**src/verilog/csp_cfg.svh**
```systemverilog
// Purpose: constants for the card socket status and power registers
// Assumes: included by bare name from the register design file only, not the package
// Notes: offsets are per-socket; memory offsets sit inside one socket window
`ifndef CSP_CFG_SVH
`define CSP_CFG_SVH

// memory-window offsets inside one socket window
`define CSP_MEM_STATUS_OFS 12'h801
`define CSP_MEM_POWER_OFS 12'h802
// legacy index offsets for socket A and socket B
`define CSP_IDX_STATUS_A 8'h01
`define CSP_IDX_STATUS_B 8'h41
`define CSP_IDX_POWER_A 8'h02
`define CSP_IDX_POWER_B 8'h42
// legacy index bit that picks socket B
`define CSP_IDX_SOCK_BIT 6

// status register bit positions
`define CSP_ST_RESERVED_BITS 7
`define CSP_ST_POWERED 6
`define CSP_ST_READY 5
`define CSP_ST_WP 4
`define CSP_ST_DET_B 3
`define CSP_ST_DET_A 2
`define CSP_ST_LEVEL_HI 1
`define CSP_ST_LEVEL_LO 0
`define CSP_ST_RESET 8'h00

// power control bit positions
`define CSP_PC_GATE 7
`define CSP_PC_AUTO 5
`define CSP_PC_VCC 4
`define CSP_PC_VPP_HI 1
`define CSP_PC_VPP_LO 0
`define CSP_PC_RESET 8'h00

// programming-voltage request codes
`define CSP_VPP_NONE 2'h0
`define CSP_VPP_VCC 2'h1
`define CSP_VPP_12V 2'h2
`define CSP_VPP_RESERVED_BITS 2'h3

// per-socket synchroniser lane: detect pins idle high (no card)
`define CSP_SYNC_LANE_W 8
`define CSP_SYNC_LANE_INIT 8'h0C

`endif

```
**src/verilog/csp_pkg.sv**
```systemverilog
// Purpose: shared types for the card socket register block
// Assumes: nothing from csp_cfg.svh; the enum needs no numbers
// Notes: types only
package csp_pkg;
	// register selected by a decoded access
	typedef enum logic [1:0] {
		CSP_REG_NONE,
		CSP_REG_STATUS,
		CSP_REG_POWER
	} csp_reg_t;
endpackage

```
**src/verilog/csp_regs.sv**
```systemverilog
// Purpose: per-socket interface status and power control registers
// Assumes: access strobes and pins synchronous to mclk except card pins
// Notes: reads answer one cycle after the strobe with a valid pulse
`timescale 1ns/1ps
`include "csp_cfg.svh"
module csp_regs
	import csp_pkg::*;
#(
	parameter int SOCKETS = 2
) (
	// clock and resets
	input wire logic mclk,
	input wire logic rst,
	input wire logic global_reset_n,
	input wire logic bus_reset_n,
	input wire logic power_mgmt_event_en,
	// memory-window access
	input wire logic mem_rd,
	input wire logic mem_wr,
	input wire logic mem_sock,
	input wire logic [11:0] mem_addr,
	input wire logic [7:0] mem_wdata,
	output logic [7:0] mem_rdata,
	output logic mem_rvalid,
	// legacy index access
	input wire logic idx_rd,
	input wire logic idx_wr,
	input wire logic [7:0] idx_addr,
	input wire logic [7:0] idx_wdata,
	output logic [7:0] idx_rdata,
	output logic idx_rvalid,
	// system-level settings: one shared vcc level select, card mode per socket
	input wire logic vcc_level_select,
	input wire logic [SOCKETS-1:0] io_card_mode,
	// raw card pins per socket
	input wire logic [SOCKETS-1:0] ready_pin,
	input wire logic [SOCKETS-1:0] wp_pin,
	input wire logic [SOCKETS-1:0] detect_a_pin_n,
	input wire logic [SOCKETS-1:0] detect_b_pin_n,
	input wire logic [SOCKETS-1:0] battery_sense_a,
	input wire logic [SOCKETS-1:0] battery_sense_b,
	input wire logic [SOCKETS-1:0] card_audio_out,
	input wire logic [SOCKETS-1:0] card_status_change,
	// socket power and output controls
	output logic [SOCKETS-1:0] socket_output_gate,
	output logic [SOCKETS-1:0] socket_vcc_on,
	output logic [SOCKETS-1:0] socket_vcc_level,
	output logic [2*SOCKETS-1:0] socket_vpp_sel
);
	localparam int LW = `CSP_SYNC_LANE_W;

	// refuse socket counts the index map cannot reach
	if (SOCKETS < 1 || SOCKETS > 2) begin : g_bad_sockets
		$error("csp_regs: SOCKETS must be 1 or 2");
	end

	// decode a memory-window offset
	function automatic csp_reg_t decode_mem(input logic [11:0] ofs);
		csp_reg_t r;
		r = CSP_REG_NONE;
		if (ofs == `CSP_MEM_STATUS_OFS)
			r = CSP_REG_STATUS;
		else if (ofs == `CSP_MEM_POWER_OFS)
			r = CSP_REG_POWER;
		return r;
	endfunction

	// decode a legacy index, socket bit masked out
	function automatic csp_reg_t decode_idx(input logic [7:0] idx);
		csp_reg_t r;
		logic [7:0] base;
		r = CSP_REG_NONE;
		base = idx & ~(8'h01 << `CSP_IDX_SOCK_BIT);
		if (base == `CSP_IDX_STATUS_A)
			r = CSP_REG_STATUS;
		else if (base == `CSP_IDX_POWER_A)
			r = CSP_REG_POWER;
		return r;
	endfunction

	// raw and settled pin lanes, one lane per socket
	logic [LW*SOCKETS-1:0] raw_pins;
	logic [LW*SOCKETS-1:0] sync_pins;

	// per-socket register fields
	logic [SOCKETS-1:0] auto_power_switch_on; // switch by detects
	logic [SOCKETS-1:0] socket_vcc_enable; // vcc requested
	logic [1:0] prog_voltage_request [SOCKETS]; // vpp request code
	logic [7:0] status_reg [SOCKETS]; // live status image

	// decoded accesses
	csp_reg_t mem_reg; // register hit by memory path
	csp_reg_t idx_reg; // register hit by index path
	logic idx_sock; // socket picked by index
	logic [SOCKETS-1:0] pow_wr; // power write per socket
	logic [7:0] pow_wdata; // data for that write

	// reset classes
	logic ctx_clear; // clears context bits
	logic plain_clear; // clears the other bits

	// context bits survive bus reset while events are enabled
	always_comb begin
		ctx_clear = rst || !global_reset_n || (!power_mgmt_event_en && !bus_reset_n);
		plain_clear = rst || !global_reset_n || !bus_reset_n;
	end

	// socket lanes, socket 0 in the low lane
	genvar gs;
	for (gs = 0; gs < SOCKETS; gs++) begin : g_lane
		assign raw_pins[LW*gs +: LW] = {
			card_status_change[gs], card_audio_out[gs],
			battery_sense_b[gs], battery_sense_a[gs],
			detect_b_pin_n[gs], detect_a_pin_n[gs],
			wp_pin[gs], ready_pin[gs]};
	end

	// card pins are asynchronous to mclk
	csp_sync #(
		.WIDTH(LW * SOCKETS),
		.INIT({SOCKETS{`CSP_SYNC_LANE_INIT}})
	) u_sync (
		.mclk(mclk),
		.rst(rst),
		.raw(raw_pins),
		.settled(sync_pins)
	);

	// decode both access paths
	always_comb begin
		mem_reg = decode_mem(mem_addr);
		idx_reg = decode_idx(idx_addr);
		idx_sock = idx_addr[`CSP_IDX_SOCK_BIT];
		pow_wdata = mem_wdata;
		pow_wr = '0;
		// memory path wins a same-cycle collision
		if (mem_wr && mem_reg == CSP_REG_POWER) begin
			pow_wr[mem_sock] = 1'b1;
		end else if (idx_wr && idx_reg == CSP_REG_POWER) begin
			pow_wr[idx_sock] = 1'b1;
			pow_wdata = idx_wdata;
		end
	end

	// per-socket registers and power outputs
	for (gs = 0; gs < SOCKETS; gs++) begin : g_sock
		logic [LW-1:0] pins; // settled lane
		logic det_a; // first detect, active high
		logic det_b; // second detect, active high
		logic next_vcc_on; // effective vcc
		logic [1:0] next_vpp; // effective vpp

		assign pins = sync_pins[LW*gs +: LW];
		assign det_a = !pins[2];
		assign det_b = !pins[3];

		// effective supplies from the control fields
		always_comb begin
			next_vcc_on = socket_vcc_enable[gs];
			if (auto_power_switch_on[gs])
				next_vcc_on = socket_vcc_enable[gs] && det_a && det_b;
			next_vpp = `CSP_VPP_NONE;
			if (next_vcc_on && prog_voltage_request[gs] != `CSP_VPP_RESERVED_BITS)
				next_vpp = prog_voltage_request[gs];
		end

		// output gate and auto switch are context bits
		always_ff @(posedge mclk) begin
			if (ctx_clear) begin
				socket_output_gate[gs] <= 1'b0;
				auto_power_switch_on[gs] <= 1'b0;
			end else if (pow_wr[gs]) begin
				socket_output_gate[gs] <= pow_wdata[`CSP_PC_GATE];
				auto_power_switch_on[gs] <= pow_wdata[`CSP_PC_AUTO];
			end
		end

		// vcc enable and vpp request clear on any reset
		always_ff @(posedge mclk) begin
			if (plain_clear) begin
				socket_vcc_enable[gs] <= 1'b0;
				prog_voltage_request[gs] <= `CSP_VPP_NONE;
			end else if (pow_wr[gs]) begin
				socket_vcc_enable[gs] <= pow_wdata[`CSP_PC_VCC];
				prog_voltage_request[gs] <=
					pow_wdata[`CSP_PC_VPP_HI:`CSP_PC_VPP_LO];
			end
		end

		// registered supply outputs
		always_ff @(posedge mclk) begin
			if (plain_clear) begin
				socket_vcc_on[gs] <= 1'b0;
				socket_vcc_level[gs] <= 1'b0;
				socket_vpp_sel[2*gs +: 2] <= `CSP_VPP_NONE;
			end else begin
				socket_vcc_on[gs] <= next_vcc_on;
				socket_vcc_level[gs] <= vcc_level_select && next_vcc_on;
				socket_vpp_sel[2*gs +: 2] <= next_vpp;
			end
		end

		// live status image, refreshed every edge
		always_ff @(posedge mclk) begin
			if (rst) begin
				status_reg[gs] <= `CSP_ST_RESET;
			end else begin
				status_reg[gs][`CSP_ST_RESERVED_BITS] <= 1'b0;
				status_reg[gs][`CSP_ST_POWERED] <= next_vcc_on;
				status_reg[gs][`CSP_ST_READY] <= pins[0];
				status_reg[gs][`CSP_ST_WP] <= pins[1];
				status_reg[gs][`CSP_ST_DET_B] <= det_b;
				status_reg[gs][`CSP_ST_DET_A] <= det_a;
				if (io_card_mode[gs]) begin
					// i/o card: audio high, status change low
					status_reg[gs][`CSP_ST_LEVEL_HI] <= pins[6];
					status_reg[gs][`CSP_ST_LEVEL_LO] <= pins[7];
				end else begin
					// memory card: second sense high, first low
					status_reg[gs][`CSP_ST_LEVEL_HI] <= pins[5];
					status_reg[gs][`CSP_ST_LEVEL_LO] <= pins[4];
				end
			end
		end
	end

	// read value of one register of one socket
	function automatic logic [7:0] read_val(input csp_reg_t r, input logic s);
		logic [7:0] v;
		v = 8'h00;
		if (s < SOCKETS) begin
			case (r)
				CSP_REG_STATUS: begin
					v = status_reg[s];
				end
				CSP_REG_POWER: begin
					// reserved bits stay zero
					v[`CSP_PC_GATE] = socket_output_gate[s];
					v[`CSP_PC_AUTO] = auto_power_switch_on[s];
					v[`CSP_PC_VCC] = socket_vcc_enable[s];
					v[`CSP_PC_VPP_HI:`CSP_PC_VPP_LO] = prog_voltage_request[s];
				end
				default: begin
					v = 8'h00; // unmapped reads zero
				end
			endcase
		end
		return v;
	endfunction

	// memory-path read answer, one cycle after the strobe
	always_ff @(posedge mclk) begin
		if (rst) begin
			mem_rdata <= 8'h00;
			mem_rvalid <= 1'b0;
		end else begin
			mem_rvalid <= mem_rd;
			if (mem_rd)
				mem_rdata <= read_val(mem_reg, mem_sock);
		end
	end

	// index-path read answer, one cycle after the strobe
	always_ff @(posedge mclk) begin
		if (rst) begin
			idx_rdata <= 8'h00;
			idx_rvalid <= 1'b0;
		end else begin
			idx_rvalid <= idx_rd;
			if (idx_rd)
				idx_rdata <= read_val(idx_reg, idx_sock);
		end
	end
endmodule // csp_regs

```
**src/verilog/csp_sync.sv**
```systemverilog
// Purpose: two-stage synchroniser for the raw card pins
// Assumes: one clock, synchronous active-high reset
// Notes: the first stage is read by the second stage only
`timescale 1ns/1ps
module csp_sync #(
	parameter int WIDTH = 16,
	parameter logic [WIDTH-1:0] INIT = '0
) (
	// clock and reset
	input wire logic mclk,
	input wire logic rst,
	// raw and settled pins
	input wire logic [WIDTH-1:0] raw,
	output logic [WIDTH-1:0] settled
);
	logic [WIDTH-1:0] stage1; // metastability catcher

	// both stages shift every edge
	always_ff @(posedge mclk) begin
		if (rst) begin
			stage1 <= INIT;
			settled <= INIT;
		end else begin
			stage1 <= raw;
			settled <= stage1;
		end
	end
endmodule // csp_sync
```
**config.mk**
```make
export PLATFORM = sky130hd
export DESIGN_NAME = csp_regs
export DESIGN_NICKNAME = d
export VERILOG_FILES = /design/src/verilog/csp_pkg.sv /design/src/verilog/csp_regs.sv /design/src/verilog/csp_sync.sv
export VERILOG_INCLUDE_DIRS = /design/src /design/src/verilog
export SDC_FILE = /design/constraint.sdc
export NUM_CORES = 1
export LEC_CHECK = 0
export ABC_CLOCK_PERIOD_IN_PS = 2000
export BUFFER_PORTS_ARGS = -buffer_cell sky130_fd_sc_hd__buf_4
export CORE_MARGIN = 5
export CORE_UTILIZATION = 38
export CTS_BUF_LIST = sky130_fd_sc_hd__clkbuf_16
export DETAILED_ROUTE_END_ITERATION = 10
export RECOVER_POWER = 25
export SETUP_SLACK_MARGIN = 0.4
export SLEW_MARGIN = 20
export SYNTH_ARGS = -nofsm -noshare
export SYNTH_HDL_FRONTEND = slang
export SYNTH_HIERARCHICAL = 1
export SYNTH_SLANG_ARGS = --single-unit
export TNS_END_PERCENT = 50
```
**constraint.sdc**
```tcl
create_clock -name mclk -period 2 [get_ports mclk]
set_input_delay 0.2 -clock mclk [delete_from_list [all_inputs] [get_ports mclk]]
set_output_delay 0.2 -clock mclk [all_outputs]
set_load 0.02 [all_outputs]
```
Yosys cells after proc, flatten, opt, wreduce, memory -nomap -nowiden --
Memory sizes are Yosys's and may differ from the RTL's. Cells that the tools add are included.
Storage, ports and cells: memory bits (writable) 18, register bits 64, memories kept 2, output and inout port bits 28, input bits 65, logic and storage cells 160
Cells by class: reduce and logical (&&, ||, !) cells 25, multiplexer cells 79, bitwise logic cells 22, magnitude comparators 4, eq/ne operators 10
Memories:
- status_reg | words 2, width 7, read ports 2, clocked after memory_dff 0, wr ports 2, line csp_regs.sv:89 | logic [7:0] status_reg [SOCKETS];
- prog_voltage_request | words 2, width 2, read ports 4, clocked after memory_dff 0, wr ports 2, line csp_regs.sv:88 | logic [1:0] prog_voltage_request [SOCKETS];
Operators with widths (number):
- 1-bit 2-to-1 mux | 59
- 12-bit equality test (second input constant) | 2
- 2-bit 2-to-1 mux | 10
- 1-bit bitwise OR | 20
- 8-bit 2-to-1 mux | 2
- 2-bit case mux with 2 select lines | 4
- 1-bit logical AND | 13
- 7-bit by 1-bit equality test with 1-bit output (second input constant) | 1
- 7-bit by 2-bit equality test with 1-bit output (second input constant) | 1
- 1-bit zero test | 7
- 2-bit by 1-bit equality test with 1-bit output (second input constant) | 2
- 2-bit equality test (second input constant) | 2
- 1-bit by 2-bit < comparator with 1-bit output (second input constant) | 2
- 2-bit != test (second input constant) | 2
- 1-bit case mux with 2 select lines | 2
- 2-bit OR reduction | 2
- 1-bit logical OR | 3
- 1-bit demux with 1-bit select | 2
- 1-bit greater-or-equal comparator (second input constant) | 2
- 1-bit inverter | 2

Depth between registers and ports, before layout --
word-level depth 11, mapped depth 6, mapped depth without buffers 5

Cells and area by module --
The synthesis kept the hierarchy.
By module, submodules not included:
- csp_regs | instances 1, cells each 261, seq. area each 1081.0 sq um, area an instance 2459.9 sq um
- csp_sync | instances 1, cells each 67, seq. area each 640.6 sq um, area an instance 862.1 sq um

Worst setup path before layout --
OpenSTA, ideal clock, no wires.
kind input to register, start input mem_addr[3], end memory prog_voltage_request[1][0] (enable), setup slack 0.218 ns, data required time 1.678 ns, library setup time 0.322 ns, arrival 1.459 ns, cell stages on the path 4, cells stage by stage or4_4 -> nor4_4 -> nand2_1 -> o211ai_1
RTL lines:
- start, declared | line csp_regs.sv:21 | input wire logic [11:0] mem_addr,
- end, declared | line csp_regs.sv:88

==> summary.md <==
### Power
• net switching fraction of the power: 22.5%
• switching power: 775 uW
• sequential share of power: 49.8%
• static power due to leakage: 0.00181 uW
• Cell Int Power: 2670 uW
• clock network fraction of design power: 42.6%
• portion of total power attributed to combinational logic: 7.6%
• power density over the cells: 783 nW/um^2
• Worst VDD drop: 0.577 mV

### GRT
• first-pass GRT wire length: 12700 um
• vias in the first global route: 2568
• antenna violations before repair: 0
• largest net degree at the start of global routing: 36
• total global routing overflow: 0
• Total GRT Usage: 14.7%

### Die
• horizontal die dimension: 104 um
• starting utilization of the core area: 38.5%
• die outline height: 104 um
• Core Rows: 34
• core area: 8640 um^2
• I/O pins: 93
• area of the die: 10700 um^2

### STA
• remaining max-slew budget at the tightest pin: 58.5%
• final max-slew violation count: 0
• post-route setup TNS: 0 ns
• transition at the pin with the smallest max-transition slack: 0.622 ns
• clk_skew: 0.00680 ns
• endpoints failing hold: 0
• Peak Freq: 0.646 GHz
• unrepaired setup endpoints after global routing: no
• minimum period implied by the final worst setup slack: 1.55 ns
• final setup vio count: 0
• final cycle utilization of the critical path: 77.4%

### Cells and area
• Area Overhead vs Synth: 32.4%
• Antenna Diode Count: 0
• Filler cells: 814
• final core utilization: 50.9%
• fraction of layout cells with a size suffix above 1: 28.6%
• number of nets in the final layout: 486

### Worst hold path
• WHS Path Cells: 2
• hold path endpoint: u_sync/stage1[10]$_SDFF_PP1_
• start point of the worst hold path: detect_a_pin_n[1]
• type of the worst min-delay path: input pin to flip-flop

### CTS
• htree depth: 3
• Clock Latency Late Sink: 0.33 ns
• clock tree sinks: 82
• root cell of the clock tree: clkbuf_16
• CTS buffer count: 9
• clock transition at the register clock pins on the worst setup and hold paths after CTS: 0.06 ns
• CTS Buffer Depth: 2
• CTS tree: done
• Post-CTS Hold Buffers: 0

### Detailed routing
• total number of vias: 2657
• Iteration-0 DRC Markers: 77
• first-pass iteration count of the detailed router: 4
• wire length after detailed routing: 7980 um
• Wirelength per Cell: 14.9 um
• via/cell ratio: 4.98
• post-route ant nets: 0
• DRC Markers: 0

### Logic synthesis
• Most used DFF post-synth: dfxtp_1
• number of synthesized flops with an enable pin: 8
• netlist area before placement: 3320 um^2
• yosys synthesis warning count: 6
• sequential element share of the synthesized area: 51.8%
• share of flip-flops with an asynchronous set or reset after synthesis: 0%
• average footprint of a synthesized cell: 10.1 um^2
• number of different library cells in the post-synthesis netlist: 46
• number of synthesized register bits: 82
• Synth Instances: 328

### Setup path
• data required time of the critical path: 2.06 ns
• sort of element at the end of the critical path: flip-flop
• critical path class: input pin to flip-flop
• Critical Path Max Stage Delay: 0.53 ns
• highest-delay cell along the critical path: clkbuf_2
• worst-case reg-to-reg path depth: 4
• Worst Setup Start Kind: input pin
• worst-path cell chain: clkbuf_1, buf_4, clkbuf_2, nor2_1
• reg2reg end: mem_rdata[1]$_SDFFE_PP0P_
• R2R Setup Slk: 0.68 ns
• Max FO, Critical Path: 35
• startpoint of the lowest-slack register-to-register path: prog_voltage_request[0][1]$_SDFFCE_PN0P_
• data arrival at the endpoint of the critical path: 1.61 ns

### Outcome
• run status: finished clean

### Job
• max-capacitance violation count: 0

### Placed design
• final weighted congestion in routability-driven placement: 0.787
• detailed-placement wirelength estimate: 5970 um
• Port Buffers: 86

-- metal layers --
metal | share of wire [%] | up-vias | track usage, %
met4 | 1.2 | 0 | 4.97
met1 | 44 | 1212 | 17.4
li1 | - | 1356 | -
met5 | 0 | - | 0
met3 | 6.8 | 11 | 6.16
met2 | 49 | 78 | 24.1
-- power groups by stage --
| stage | Clock [uW] | Sequential (uW) | Combinational, uW |
|---|---|---|---|
| floorplan | 0 | 1750 | 130 |
| global placement | 0 | 1750 | 260 |
| detailed placement | 0 | 1750 | 263 |
| CTS | 1500 | 1720 | 265 |
| global route | 1570 | 1720 | 285 |
| finish | 1470 | 1720 | 262 |
-- cells by family after synthesis --
kind of cell / after synthesis / synth area share, %
compound gates: 51 / 9.45
buf+inv: 26 / 3.35
flops: 82 / 51.8
other cells: 1 / 0.113
simple gates: 138 / 26.0
mux: 30 / 9.23
-- final cells by class --
cell class / instances / area [um^2] / share of cell area [%]
timing repair buffer: 96 / 727 / 16.5
sequential: 82 / 1720 / 39.1
multi-input combinational: 223 / 1520 / 34.5
inverter: 9 / 33.8 / 0.768
clock inverter: 7 / 37.5 / 0.853
clock buffer: 9 / 225 / 5.12
tap: 108 / 135 / 3.07
-- worst max-delay path by stage --
stage,to,cells after the start,from
finish,status_reg[1][1]$_DFFE_PP_,4,rst
global placement,auto_power_switch_on[1]$_SDFFE_PP0P_,6,mem_addr[7]
CTS,auto_power_switch_on[0]$_SDFFE_PP0P_,6,mem_addr[7]
floorplan,prog_voltage_request[0][0]$_SDFFCE_PN0P_,4,mem_addr[7]
detailed placement,auto_power_switch_on[0]$_SDFFE_PP0P_,6,mem_addr[7]
global route,idx_rdata[5]$_SDFFE_PP0P_,6,rst
-- cell usage in the layout (no fill, tap or decap), drive strengths merged, types with 2 or more instances in the layout --
cell and instances:
nor4 5, nand4b 3, conb 4, clkinv 3, nand2 14, and2 5, o21ai 15, nand4bb 2
a211oi 6, nor2b 35, or2 9, a31oi 7, edfxtp 8, or4b 2, mux2 5, nor3 8
nand3b 3, nand3 9, nor2 16, a22oi 5, and4 6, o211ai 2, a21oi 10, nand2b 9
nand4 2, or4 2, o22ai 2, nor3b 4, dfxtp 74, buf 94, inv 13, mux2i 25
clkbuf 11
-- cells in the mapped netlist (2+ instances only) --
master / n / share of area (%)
nor2_1: 16 / 1.8
clkbuf_1: 10 / 1.1
nor3b_1: 4 / 0.90
nor4_4: 2 / 1.3
inv_1: 9 / 1.0
o21ai_0: 15 / 2.3
nand2_1: 14 / 1.6
nor2b_1: 35 / 6.6
o211ai_1: 2 / 0.45
buf_2: 5 / 0.75
a211oi_1: 6 / 1.4
nand3_1: 9 / 1.4
dfxtp_1: 74 / 45
nor3_1: 8 / 1.2
o22ai_1: 2 / 0.38
nand2b_1: 9 / 1.7
mux2_2: 5 / 1.7
mux2i_1: 25 / 7.5
and2_1: 5 / 0.94
nand4_1: 2 / 0.38
a31oi_1: 7 / 1.3
nand4bb_1: 2 / 0.68
a21oi_1: 10 / 1.5
nand3b_1: 3 / 0.68
or2_1: 8 / 1.5
nand4b_1: 3 / 0.79
nor4_1: 3 / 0.57
and4_1: 6 / 1.6
a22oi_1: 5 / 1.1
edfxtp_1: 8 / 7.2
-- per-stage QoR --
stage / area, um^2 / total power, uW / setup slack (ns) / hold slack [ns] / instances
after floorplan: 3350 / 1880 / 0.265 / 0.272 / 331
after global placement: 4130 / 2010 / 0.110 / 0.382 / 517
after detailed placement: 4130 / 2020 / 0.0801 / 0.382 / 517
after CTS: 4400 / 3480 / 0.426 / 0.0289 / 533
after global routing: 4400 / 3580 / 0.322 / 0.0325 / 534
final: 4400 / 3440 / 0.451 / 0.0398 / 534
-- critical path, delay by kind of cell --
| kind | cells | cell delay, ns |
|---|---|---|
| buffers and inverters | 3 | 1.28 |
| AND/OR/NAND/NOR | 1 | 0.12 |
-- repair_timing --
| action | in CTS | in global routing |
|---|---|---|
| setup buffers | 0 | 1 |
| resized for setup | 0 | 0 |
| setup endpoints to repair | 0 | 8 |
Note: power is estimated with default switching activity, not from simulation.
